`src/logic/lfs_pkg.sv`:
```
// Package: constants, types and status snapshot packer for LED fault capture
package lfs_pkg;
    localparam int CH_N     = 16;
    localparam int SR_W     = 257;
    localparam int SR_MSB   = 256;
    localparam int WORD_W   = 256;
    localparam int CNT_W    = 8;
    localparam int OPEN_HI  = 240;
    localparam int OPEN_LO  = 224;
    localparam int SHORT_HI = 208;
    localparam int SHORT_LO = 192;
    localparam int LEAK_HI  = 176;
    localparam int LEAK_LO  = 160;
    localparam int TEF_POS  = 151;
    localparam int PTW_POS  = 150;
    localparam int ISF_POS  = 149;
    localparam logic [CNT_W-1:0] LATCH_CNT_0 = 8'h02;
    localparam logic [CNT_W-1:0] LATCH_CNT_1 = 8'h04;
    localparam logic [CNT_W-1:0] LATCH_CNT_2 = 8'h08;
    localparam logic [CNT_W-1:0] LATCH_CNT_3 = 8'h10;

    typedef struct packed {
        logic [CH_N-1:0] open_fault;
        logic [CH_N-1:0] short_fault;
        logic [CH_N-1:0] leak_fault;
        logic            overtemp_error_flag;
        logic            heat_warning_flag;
        logic            ref_pin_ground_flag;
    } lfs_faults_t;

    typedef enum logic [1:0] {
        SID_ARMED = 2'b01,
        SID_HELD  = 2'b10
    } lfs_sid_t;

    typedef struct packed {
        logic [SR_W-1:0]   sr;
        logic [WORD_W-1:0] word;
        lfs_sid_t          status_snapshot;
        logic              sclk_d;
        logic              lat_d;
        logic              gclk_d;
        logic              blank_d;
        logic [CNT_W-1:0]  gcnt;
        logic              gs_write;
        logic              ctl_write;
        logic [CH_N-1:0]   leak_src;
        logic [1:0]        open_sel;
        logic [1:0]        short_sel;
    } lfs_top_st_t;

    // Places every fault bit; untouched positions stay zero
    function automatic logic [SR_W-1:0] lfs_pack(lfs_faults_t f);
        logic [SR_W-1:0] v;
        v = '0;
        v[OPEN_HI +: 8]  = f.open_fault[15:8];
        v[OPEN_LO +: 8]  = f.open_fault[7:0];
        v[SHORT_HI +: 8] = f.short_fault[15:8];
        v[SHORT_LO +: 8] = f.short_fault[7:0];
        v[LEAK_HI +: 8]  = f.leak_fault[15:8];
        v[LEAK_LO +: 8]  = f.leak_fault[7:0];
        v[TEF_POS]       = f.overtemp_error_flag;
        v[PTW_POS]       = f.heat_warning_flag;
        v[ISF_POS]       = f.ref_pin_ground_flag;
        return v;
    endfunction
endpackage

```
`src/logic/lfs_fault_latch.sv`:
```
// Holding latch for one group of per-channel fault results
module lfs_fault_latch import lfs_pkg::*; #(
    parameter int W = CH_N
) (
    input  logic         clk,
    input  logic         reset,
    input  logic         capture,
    input  logic [W-1:0] cmp,
    input  logic [W-1:0] qualify,
    output logic [W-1:0] result
);
    logic [W-1:0] next_result;

    // Unqualified channels load zero at each capture
    always_comb begin
        next_result = result;
        if (capture) begin
            next_result = cmp & qualify;
        end
    end

    always_ff @(posedge clk) begin
        if (reset) begin
            result <= '0;
        end else begin
            result <= next_result;
        end
    end
endmodule

```
`src/logic/lfs_sync.sv`:
```
// Two-flop synchroniser for pins from outside the MCLK domain
module lfs_sync import lfs_pkg::*; #(
    parameter int W = 1
) (
    input  logic         clk,
    input  logic         reset,
    input  logic [W-1:0] d,
    output logic [W-1:0] q
);
    typedef struct packed {
        logic [W-1:0] s1;
        logic [W-1:0] s2;
    } lfs_sync_st_t;

    lfs_sync_st_t st;
    lfs_sync_st_t next_st;

    // First stage feeds only the second stage
    always_comb begin
        next_st.s1 = d;
        next_st.s2 = st.s1;
    end

    always_ff @(posedge clk) begin
        if (reset) begin
            st <= '0;
        end else begin
            st <= next_st;
        end
    end

    assign q = st.s2;
endmodule

```
`src/logic/lfs_top.sv`:
```
// LED fault latching and status snapshot shift register
module lfs_top import lfs_pkg::*; #(
    parameter logic [CNT_W-1:0] LAT_CNT_0 = LATCH_CNT_0,
    parameter logic [CNT_W-1:0] LAT_CNT_1 = LATCH_CNT_1,
    parameter logic [CNT_W-1:0] LAT_CNT_2 = LATCH_CNT_2,
    parameter logic [CNT_W-1:0] LAT_CNT_3 = LATCH_CNT_3
) (
    input  logic              MCLK,
    input  logic              RESET,
    input  logic              SHIFT_CLK,
    input  logic              SERIAL_IN,
    input  logic              LATCH_STROBE,
    input  logic              GRAYSCALE_CLK,
    input  logic              DISPLAY_START,
    input  logic              DISPLAY_END,
    input  logic              BLANK,
    input  logic              DISPLAY_TIMING_RESET,
    input  logic [1:0]        FAULT_LATCH_TIMING,
    input  logic [1:0]        OPEN_THRESHOLD_CFG,
    input  logic [1:0]        SHORT_THRESHOLD_CFG,
    input  logic              LEAK_CHECK_ENABLE,
    input  logic              INVISIBLE_CHECK_MODE,
    input  logic [CH_N-1:0]   OUTPUT_ON,
    input  logic [CH_N-1:0]   GRAYSCALE_ZERO,
    input  logic [CH_N-1:0]   OPEN_CMP,
    input  logic [CH_N-1:0]   SHORT_CMP,
    input  logic [CH_N-1:0]   LEAK_CMP,
    input  logic              OVERTEMP_IN,
    input  logic              HEAT_WARN_IN,
    input  logic              REF_SHORT_IN,
    output logic              SERIAL_OUT,
    output logic [WORD_W-1:0] LATCHED_WORD,
    output logic              GS_WRITE,
    output logic              CONTROL_WRITE,
    output logic [CH_N-1:0]   LEAK_SOURCE_EN,
    output logic [1:0]        OPEN_THRESHOLD_SEL,
    output logic [1:0]        SHORT_THRESHOLD_SEL
);
    localparam int SYNC_W = 4 + 3 * CH_N + 3;
    localparam logic [SR_W-1:0] USED_MASK = lfs_pack('1);

    // A zero count wraps to 255 and would match every edge once the count saturates
    if (LAT_CNT_0 == '0 || LAT_CNT_1 == '0 || LAT_CNT_2 == '0 || LAT_CNT_3 == '0) begin : g_chk
        $error("lfs_top: latch counts must be nonzero");
    end

    lfs_top_st_t st;
    lfs_top_st_t next_st;

    logic [SYNC_W-1:0] sync_q;
    logic              s_sclk;
    logic              s_sin;
    logic              s_lat;
    logic              s_gclk;
    logic [CH_N-1:0]   s_open;
    logic [CH_N-1:0]   s_short;
    logic [CH_N-1:0]   s_leak;
    logic              s_tef;
    logic              s_ptw;
    logic              s_isf;

    // Link pins, grayscale clock, comparators and flags are asynchronous to MCLK
    lfs_sync #(.W(SYNC_W)) u_sync (
        .clk   (MCLK),
        .reset (RESET),
        .d     ({SHIFT_CLK, SERIAL_IN, LATCH_STROBE, GRAYSCALE_CLK,
                 OPEN_CMP, SHORT_CMP, LEAK_CMP,
                 OVERTEMP_IN, HEAT_WARN_IN, REF_SHORT_IN}),
        .q     (sync_q)
    );

    assign {s_sclk, s_sin, s_lat, s_gclk, s_open, s_short, s_leak, s_tef, s_ptw, s_isf} = sync_q;

    logic            sclk_rise;
    logic            lat_rise;
    logic            gclk_rise;
    logic            blank_rise;
    logic            gs_load;
    logic            fault_cap;
    logic            leak_cap;
    logic            leak_en;
    logic [CNT_W-1:0] target;
    logic [CH_N-1:0] open_qual;
    logic [CH_N-1:0] leak_qual;
    logic [CH_N-1:0] open_res;
    logic [CH_N-1:0] short_res;
    logic [CH_N-1:0] leak_res;
    lfs_faults_t     faults;

    // Edges of the sampled link pins and grayscale clock, and of unsynchronised BLANK
    assign sclk_rise  = s_sclk & ~st.sclk_d;
    assign lat_rise   = s_lat & ~st.lat_d;
    assign gclk_rise  = s_gclk & ~st.gclk_d;
    assign blank_rise = BLANK & ~st.blank_d;

    // Snapshot load only when top bit clear and armed by reset or by a shift since the last load
    assign gs_load = lat_rise & ~st.sr[SR_MSB] & (st.status_snapshot == SID_ARMED);

    // Latch moment: grayscale clock count reaches the selected figure
    always_comb begin
        case (FAULT_LATCH_TIMING)
            2'b00:   target = LAT_CNT_0;
            2'b01:   target = LAT_CNT_1;
            2'b10:   target = LAT_CNT_2;
            default: target = LAT_CNT_3;
        endcase
    end

    assign fault_cap = gclk_rise & ~DISPLAY_START & (st.gcnt == target - 8'h01);

    // Invisible mode lets off outputs report open and short results
    assign open_qual = OUTPUT_ON | {CH_N{INVISIBLE_CHECK_MODE}};

    // Leak check needs enable and no invisible mode
    assign leak_en   = LEAK_CHECK_ENABLE & ~INVISIBLE_CHECK_MODE;
    assign leak_qual = ~OUTPUT_ON & GRAYSCALE_ZERO & {CH_N{leak_en}};

    // Leak latch at period end, blank rising, and optionally on write
    assign leak_cap = DISPLAY_END | blank_rise | (DISPLAY_TIMING_RESET & gs_load);

    // Open comparator high means output below open threshold
    lfs_fault_latch #(.W(CH_N)) u_open (
        .clk     (MCLK),
        .reset   (RESET),
        .capture (fault_cap),
        .cmp     (s_open),
        .qualify (open_qual),
        .result  (open_res)
    );

    // Short comparator high means output above short threshold
    lfs_fault_latch #(.W(CH_N)) u_short (
        .clk     (MCLK),
        .reset   (RESET),
        .capture (fault_cap),
        .cmp     (s_short),
        .qualify (open_qual),
        .result  (short_res)
    );

    // Leak comparator: test-current output below short threshold
    lfs_fault_latch #(.W(CH_N)) u_leak (
        .clk     (MCLK),
        .reset   (RESET),
        .capture (leak_cap),
        .cmp     (s_leak),
        .qualify (leak_qual),
        .result  (leak_res)
    );

    // Flags are live levels taken at the load moment
    always_comb begin
        faults.open_fault          = open_res;
        faults.short_fault         = short_res;
        faults.leak_fault          = leak_res;
        faults.overtemp_error_flag = s_tef;
        faults.heat_warning_flag   = s_ptw;
        faults.ref_pin_ground_flag = s_isf;
    end

    // Next-state logic for the whole block
    always_comb begin
        next_st           = st;
        next_st.sclk_d    = s_sclk;
        next_st.lat_d     = s_lat;
        next_st.gclk_d    = s_gclk;
        next_st.blank_d   = BLANK;
        next_st.gs_write  = 1'b0;
        next_st.ctl_write = 1'b0;
        next_st.open_sel  = OPEN_THRESHOLD_CFG;
        next_st.short_sel = SHORT_THRESHOLD_CFG;
        next_st.leak_src  = leak_en ? ~OUTPUT_ON : '0;
        // Count saturates so a slow period never wraps into a false match
        if (DISPLAY_START) begin
            next_st.gcnt = '0;
        end else if (gclk_rise && st.gcnt != '1) begin
            next_st.gcnt = st.gcnt + 8'h01;
        end
        // Strobe wins over a coincident shift edge
        if (lat_rise) begin
            if (st.sr[SR_MSB]) begin
                next_st.ctl_write = 1'b1;
                next_st.word      = st.sr[WORD_W-1:0];
            end else if (st.status_snapshot == SID_ARMED) begin
                next_st.gs_write = 1'b1;
                next_st.word     = st.sr[WORD_W-1:0];
                next_st.sr       = lfs_pack(faults);
                next_st.status_snapshot      = SID_HELD;
            end
        end else if (sclk_rise) begin
            next_st.sr  = {st.sr[SR_MSB-1:0], s_sin};
            next_st.status_snapshot = SID_ARMED;
        end
        case (next_st.status_snapshot)
            SID_ARMED: next_st.status_snapshot = next_st.status_snapshot;
            SID_HELD:  next_st.status_snapshot = next_st.status_snapshot;
            default:   next_st.status_snapshot = SID_ARMED;
        endcase
    end

    always_ff @(posedge MCLK) begin
        if (RESET) begin
            st     <= '0;
            st.status_snapshot <= SID_ARMED;
        end else begin
            st <= next_st;
        end
    end

    // All outputs straight from flip-flops
    assign SERIAL_OUT          = st.sr[SR_MSB];
    assign LATCHED_WORD        = st.word;
    assign GS_WRITE            = st.gs_write;
    assign CONTROL_WRITE       = st.ctl_write;
    assign LEAK_SOURCE_EN      = st.leak_src;
    assign OPEN_THRESHOLD_SEL  = st.open_sel;
    assign SHORT_THRESHOLD_SEL = st.short_sel;
endmodule

```
`config.mk`:
```
export PLATFORM = sky130hd
export DESIGN_NAME = lfs_top
export DESIGN_NICKNAME = d
export VERILOG_FILES = /design/src/logic/lfs_pkg.sv /design/src/logic/lfs_fault_latch.sv /design/src/logic/lfs_sync.sv /design/src/logic/lfs_top.sv
export SDC_FILE = /design/constraint.sdc
export NUM_CORES = 1
export LEC_CHECK = 0
export BUFFER_PORTS_ARGS = -buffer_cell sky130_fd_sc_hd__buf_2
export CAP_MARGIN = 20
export CORE_ASPECT_RATIO = 2
export CORE_MARGIN = 3
export CORE_UTILIZATION = 57
export DETAILED_ROUTE_END_ITERATION = 6
export PLACE_DENSITY = 0.86
export REMOVE_ABC_BUFFERS = 1
export SLEW_MARGIN = 20
export SYNTH_ARGS = -nofsm -noshare
export SYNTH_HDL_FRONTEND = slang
export SYNTH_HIERARCHICAL = 1
export SYNTH_SLANG_ARGS = --single-unit
```
`constraint.sdc`:
```
create_clock -name MCLK -period 2.2 [get_ports MCLK]
set_input_delay 0.11 -clock MCLK [delete_from_list [all_inputs] [get_ports MCLK]]
set_output_delay 0.11 -clock MCLK [all_outputs]
set_load 0.03 [all_outputs]
```
---- After elaboration in Yosys (flattened, before gate mapping) ----
Cells that the tools add are included.
operators by class
  mux-type cells .......................... 11
  reduce and logical (&&, ||, !) cells .... 12
  $add $sub $neg .......................... 2
  equal/unequal tests ..................... 9
  bitwise operators ....................... 29
operator list
  kind                   number
  $mux W257              3
  $mux W514              1
  $mux W256              1
  $and A16 B16 Y16       5
  $not A16 Y16           1
  $or A16 B16 Y16        1
  $pmux W5 S3            1
  $and A1 B1 Y1          10
  $not A1 Y1             10
  $reduce_or A2 Y1       5
  $add A8 B1 Y8 const B  1
  $eq A8 B8 Y1           1
  $ne A8 B8 Y1 const B   1
  $sub A8 B1 Y8 const B  1
  $eq A2 B1 Y1 const B   3
  $mux W2                3
  $eq A2 B2 Y1 const B   2
  $reduce_bool A2 Y1     2
  $reduce_and A3 Y1      1
  $reduce_or A3 Y1       1
  $logic_not A2 Y1       1
  $mux W1                2
  $ne A2 B1 Y1 const B   1
  $ne A2 B2 Y1 const B   1
  3 further kinds        4
storage, ports and cells
  register bits after elaboration ......... 707
  input port bits ......................... 101
  output and inout bits ................... 279
  word-level logic and storage cells ...... 82

---- Depth between registers and ports, before layout ----
  word-level depth ........................ 8
  depth in mapped cells ................... 8
  depth with buffers taken out ............ 6

---- By module ----
Netlist, hierarchy kept.
by module, submodules not included
  module           cells each  sequential area each (µm²)  times used  area each (µm²)
  lfs_top          2722        10990.5                     1           22147.5
  lfs_sync         232         2202.1                      1           3019.1
  lfs_fault_latch  69          320.3                       3           631.9

---- Least setup slack after synthesis ----
Ideal clock, no wire load.
  kind .................................... register -> register
  start ................................... register st[25] in the netlist's numbering
  end ..................................... register u_open.result[6]
  slack ................................... 195 ps
  arrival time ............................ 1887 ps
  setup time .............................. 118 ps
  buffers on the path ..................... 2
  stages on the path, launching flop included .. 9
  cells stage by stage .................... dfxtp_1 -> clkbuf_1 -> nand3_1 -> o21ai_0 -> a31oi_1 -> nor3_1 -> clkbuf_2 -> nand2b_1 -> a21oi_2
between the ends
  word-level cells in the longest chain between the ends .. 2
ends and longest elaborated chain
  what                    RTL line               text
  start, declared         lfs_top.sv:47          lfs_top_st_t st;
  start signal, assigned  lfs_top.sv:206         st <= next_st;
  $eq A8 B8 Y1            lfs_top.sv:109         assign fault_cap = gclk_rise & ~DISPLAY_START & (st.gcnt == target - 8'h01);
  $and A1 B1 Y1           lfs_top.sv:109
  named net fault_cap     lfs_top.sv:79          logic fault_cap;
  end signal, assigned    lfs_fault_latch.sv:26  result <= next_result;
  end, declared           lfs_fault_latch.sv:10  output logic [W-1:0] result
The timed path passes the listed nets, and every way through them passes these cells.
A chain may end at the register's enable or synchronous reset.

---- Final worst setup path ----
  start ................................... register st[32] in the netlist's numbering
  end ..................................... register st[292] in the netlist's numbering
between the ends
  word-level cells in the longest chain between the ends .. 4
ends and longest elaborated chain
  what                                            RTL line       text
  $not A1 Y1 *                                    lfs_top.sv:92  assign lat_rise = s_lat & ~st.lat_d;
  $and A1 B1 Y1 *                                 lfs_top.sv:92
  $ne A2 B1 Y1 (no line) (tied with other cells)  --
  $reduce_and A3 Y1 (no line)                     --
Every way passes the cells marked *; elsewhere a longest branch is shown, timed or not.

==> key figures <==
Route
  – Initial DRC Count: approximately 1900
  – ANT nets after route: 0
  – First-pass iteration count of the detailed router: 7
  – Vias per std cell: approximately 5.5
  – DR WL/cell: between 15 and 20 um
  – Drt total wl: slightly above 70000 um
  – DR vias: 21642
  – DRC: 2

Global route
  – Gr usage total: around 27%
  – Antenna violations before repair: 5
  – Largest net degree at the start of global routing: around 220
  – Global-route wire length before repair: about 110000 um
  – Number of global-route vias before repair: between 20000 and 25000
  – Grt ovf: 0

Floorplan
  – DIE WIDTH: roughly 160 um
  – Core area: between 0.04 and 0.05 mm2
  – Die area: between 0.05 and 0.06 mm2
  – Chip height: 314 um
  – Initial Util: 57.8%
  – Io pins: 380
  – Row count: approximately 110

Clock network
  – Sink Count: approximately 710
  – Post-CTS Resized: 0
  – CTS max path bufs: 3
  – H-tree depth: 2
  – TritonCTS buffer count: 57
  – Worst-Skew Late Latency: 0.62 ns
  – Clock Root Buffer: clkbuf_16
  – CTS tree: built
  – Clk pin slew, worst setup/hold paths: about 0.070 ns

Placement
  – DP HPWL: approximately 42000 um
  – IO Port Bufs: around 380
  – Cells after DPL: 3701
  – GP Congestion: ~0.84

Run status
  – Status: finished, violations left
  – Failing checks: DRC

STA
  – Worst-Margin Slew: about 1 ns
  – FMAX: 0.489 GHz
  – Final hold slack: 0.148 ns
  – Worst slew margin relative to its limit: 34.9%
  – Skew final: around 0.029 ns
  – Max-slew violations: 0
  – Fin crit share: roughly 93%
  – Final Setup Violations: 0
  – RSZ-0062 raised after global routing: false
  – Final Hold Viols: 0
  – Tmin final: 2.05 ns
  – Setup TNS: 0 ns

Power and ir drop
  – Power density over the cells: between 800 and 900 mW/mm2
  – Leak: between 10 and 15 nW
  – Peak supply drop: 0.691 mV
  – Overall Power: 25.8 mW

Setup path
  – Critical path peak fanout: 68
  – CP Cell Sequence: nand2b_1 -> mux2_8 -> buf_12 -> nand3b_1 -> nand2_1
  – Crit path largest cell delay: 0.63 ns
  – Endpoint class of the critical path: register
  – WS Path Type: reg2reg
  – Required @ worst endpoint: 2.69 ns
  – CP arrival: roughly 2.5 ns
  – Worst setup SP type: register
  – Critical Path Slowest Stage Cell: mux2_8

Min path
  – Worst hold path class: in2reg

Finish
  – Commonest non-fill, non-tap cell in the layout: nand2_1
  – Area delta synth->final: 12.0%
  – Most frequent cells in the layout: nand2_1 (751), dfxtp_1 (707), buf_2 (378)
  – Finished Layout Cells: 3905
  – Nets: between 3000 and 4000
  – Layout cells sized above 1: 17.3%

Logic synthesis
  – Yosys cell types: 44
  – YS warnings: 6
  – Synth Cell Area: 0.0271 mm2
  – Post-Syn Instances: approximately 3200
  – Syn Area/Cell: 8.56 um2
  – #FFs+latches synth: between 700 and 800
  – Sequential element share of the synthesized area: between 50% and 60%

Run
  – Maxcap violations: 0
[logic make-up after synthesis]
| kind of cell | synth area share, % |
|---|---|
| buf+inv | 12.0 |
| compound gates | 7.49 |
| flops | 52.3 |
| simple gates | 27.9 |
| xor+xnor | 0.0971 |
| fa+ha+maj | 0.0462 |
| mux | 0.199 |
[critical path, delay by kind of cell (launching register included)]
kind / cells / cell delay, ns
buffers and inverters: 1 / 0.28
flip-flops: 1 / 0.39
multiplexers: 1 / 0.63
AND/OR/NAND/NOR: 3 / 0.60
[where the power goes]
| part | internal (mW) | switching (mW) |
|---|---|---|
| Combinational | 0.540 | 0.957 |
| Sequential | 13.0 | 0.113 |
| Clock | 6.41 | 4.82 |
[synth_stat cells (all sizes together)]
cell | instances | area share [%]
nand2 | 751 | 10
a221o | 1 | 0.037
buf | 380 | 10
and3 | 2 | 0.046
o22ai | 38 | 0.88
nand3 | 257 | 4.8
nor2b | 120 | 2.8
dfxtp | 707 | 52
a211oi | 4 | 0.13
a21oi | 321 | 6.0
nor3 | 81 | 1.5
or3b | 1 | 0.042
clkbuf | 134 | 1.9
nor3b | 1 | 0.028
nor4 | 1 | 0.023
inv | 4 | 0.055
o21ai | 3 | 0.055
xnor2 | 1 | 0.032
nand4b | 1 | 0.032
mux2i | 3 | 0.16
a21o | 1 | 0.028
and4 | 2 | 0.065
ha | 1 | 0.046
nand4 | 3 | 0.069
and3b | 1 | 0.032
nand2b | 55 | 1.3
or2 | 17 | 0.39
o21a | 1 | 0.028
xor2 | 2 | 0.065
nand3b | 205 | 5.7
a31oi | 1 | 0.023
a22oi | 12 | 0.33
or3 | 1 | 0.023
mux2 | 1 | 0.042
nor2 | 47 | 0.65
[registers in the layout, summed over array words and instances, names as in the netlist]
name	count
CONTROL_WRITE	1
GS_WRITE	1
SHORT_THRESHOLD_SEL	2
OPEN_THRESHOLD_SEL	2
u_sync/q	55
u_leak/result	16
LATCHED_WORD	256
st	270
LEAK_SOURCE_EN	16
u_open/result	16
SERIAL_OUT	1
u_sync/next_st	55
u_short/result	16
[stage by stage]
step | instance area [um2] | setup WS (ns) | util (%)
after floorplan | 23800 | -7.78 | -
after global placement | 27300 | 0.244 | 58.2
after detailed placement | 27300 | 0.220 | 58.2
after CTS | 30300 | 0.201 | 64.7
after global routing | 30300 | 0.0201 | 64.7
final | 30300 | 0.155 | 64.7
[timing repair]
item                       in CTS  in global routing
hold endpoints to repair      170                  0
setup buffers                   0                  0
setup endpoints to repair       0                  0
hold buffers                   97                  0
[metal layers]
| layer | vias to the layer above | global-route usage (%) | share of wire, % | wire length, um |
|---|---|---|---|---|
| li1 | 10238 | - | - | - |
| met1 | 10241 | 30.9 | 37 | 26800 |
| met2 | 912 | 47.8 | 50 | 36000 |
| met3 | 249 | 4.62 | 6.3 | 4540 |
| met4 | 2 | 17.1 | 6.4 | 4580 |
| met5 | - | 0 | 0.018 | 13 |
[area by class of cell]
class / instances / area [um2]
repair buffers: 524 / 3540
diodes: 3 / 7.51
clock inverters: 23 / 333
inverters: 4 / 15.0
fillers: 3775 / 16500
well taps: 627 / 785
flip-flops and latches: 707 / 14200
multi-input cells: 1936 / 9740
clock buffers: 81 / 1730
[path summary, 6_finish.rpt]
| path | from | to | slack, ns | cells past startpoint |
|---|---|---|---|---|
| setup reg to reg | st[32] | st[292] | 0.15 | 5 |
| hold reg to reg | u_sync/next_st[14] | u_sync/q[14] | 0.43 | 1 |
| hold / removal | INVISIBLE_CHECK_MODE | LEAK_SOURCE_EN[3] | 0.15 | 3 |
| setup / recovery | st[32] | st[292] | 0.15 | 5 |
No activity file was read; power rests on OpenSTA's default activity.
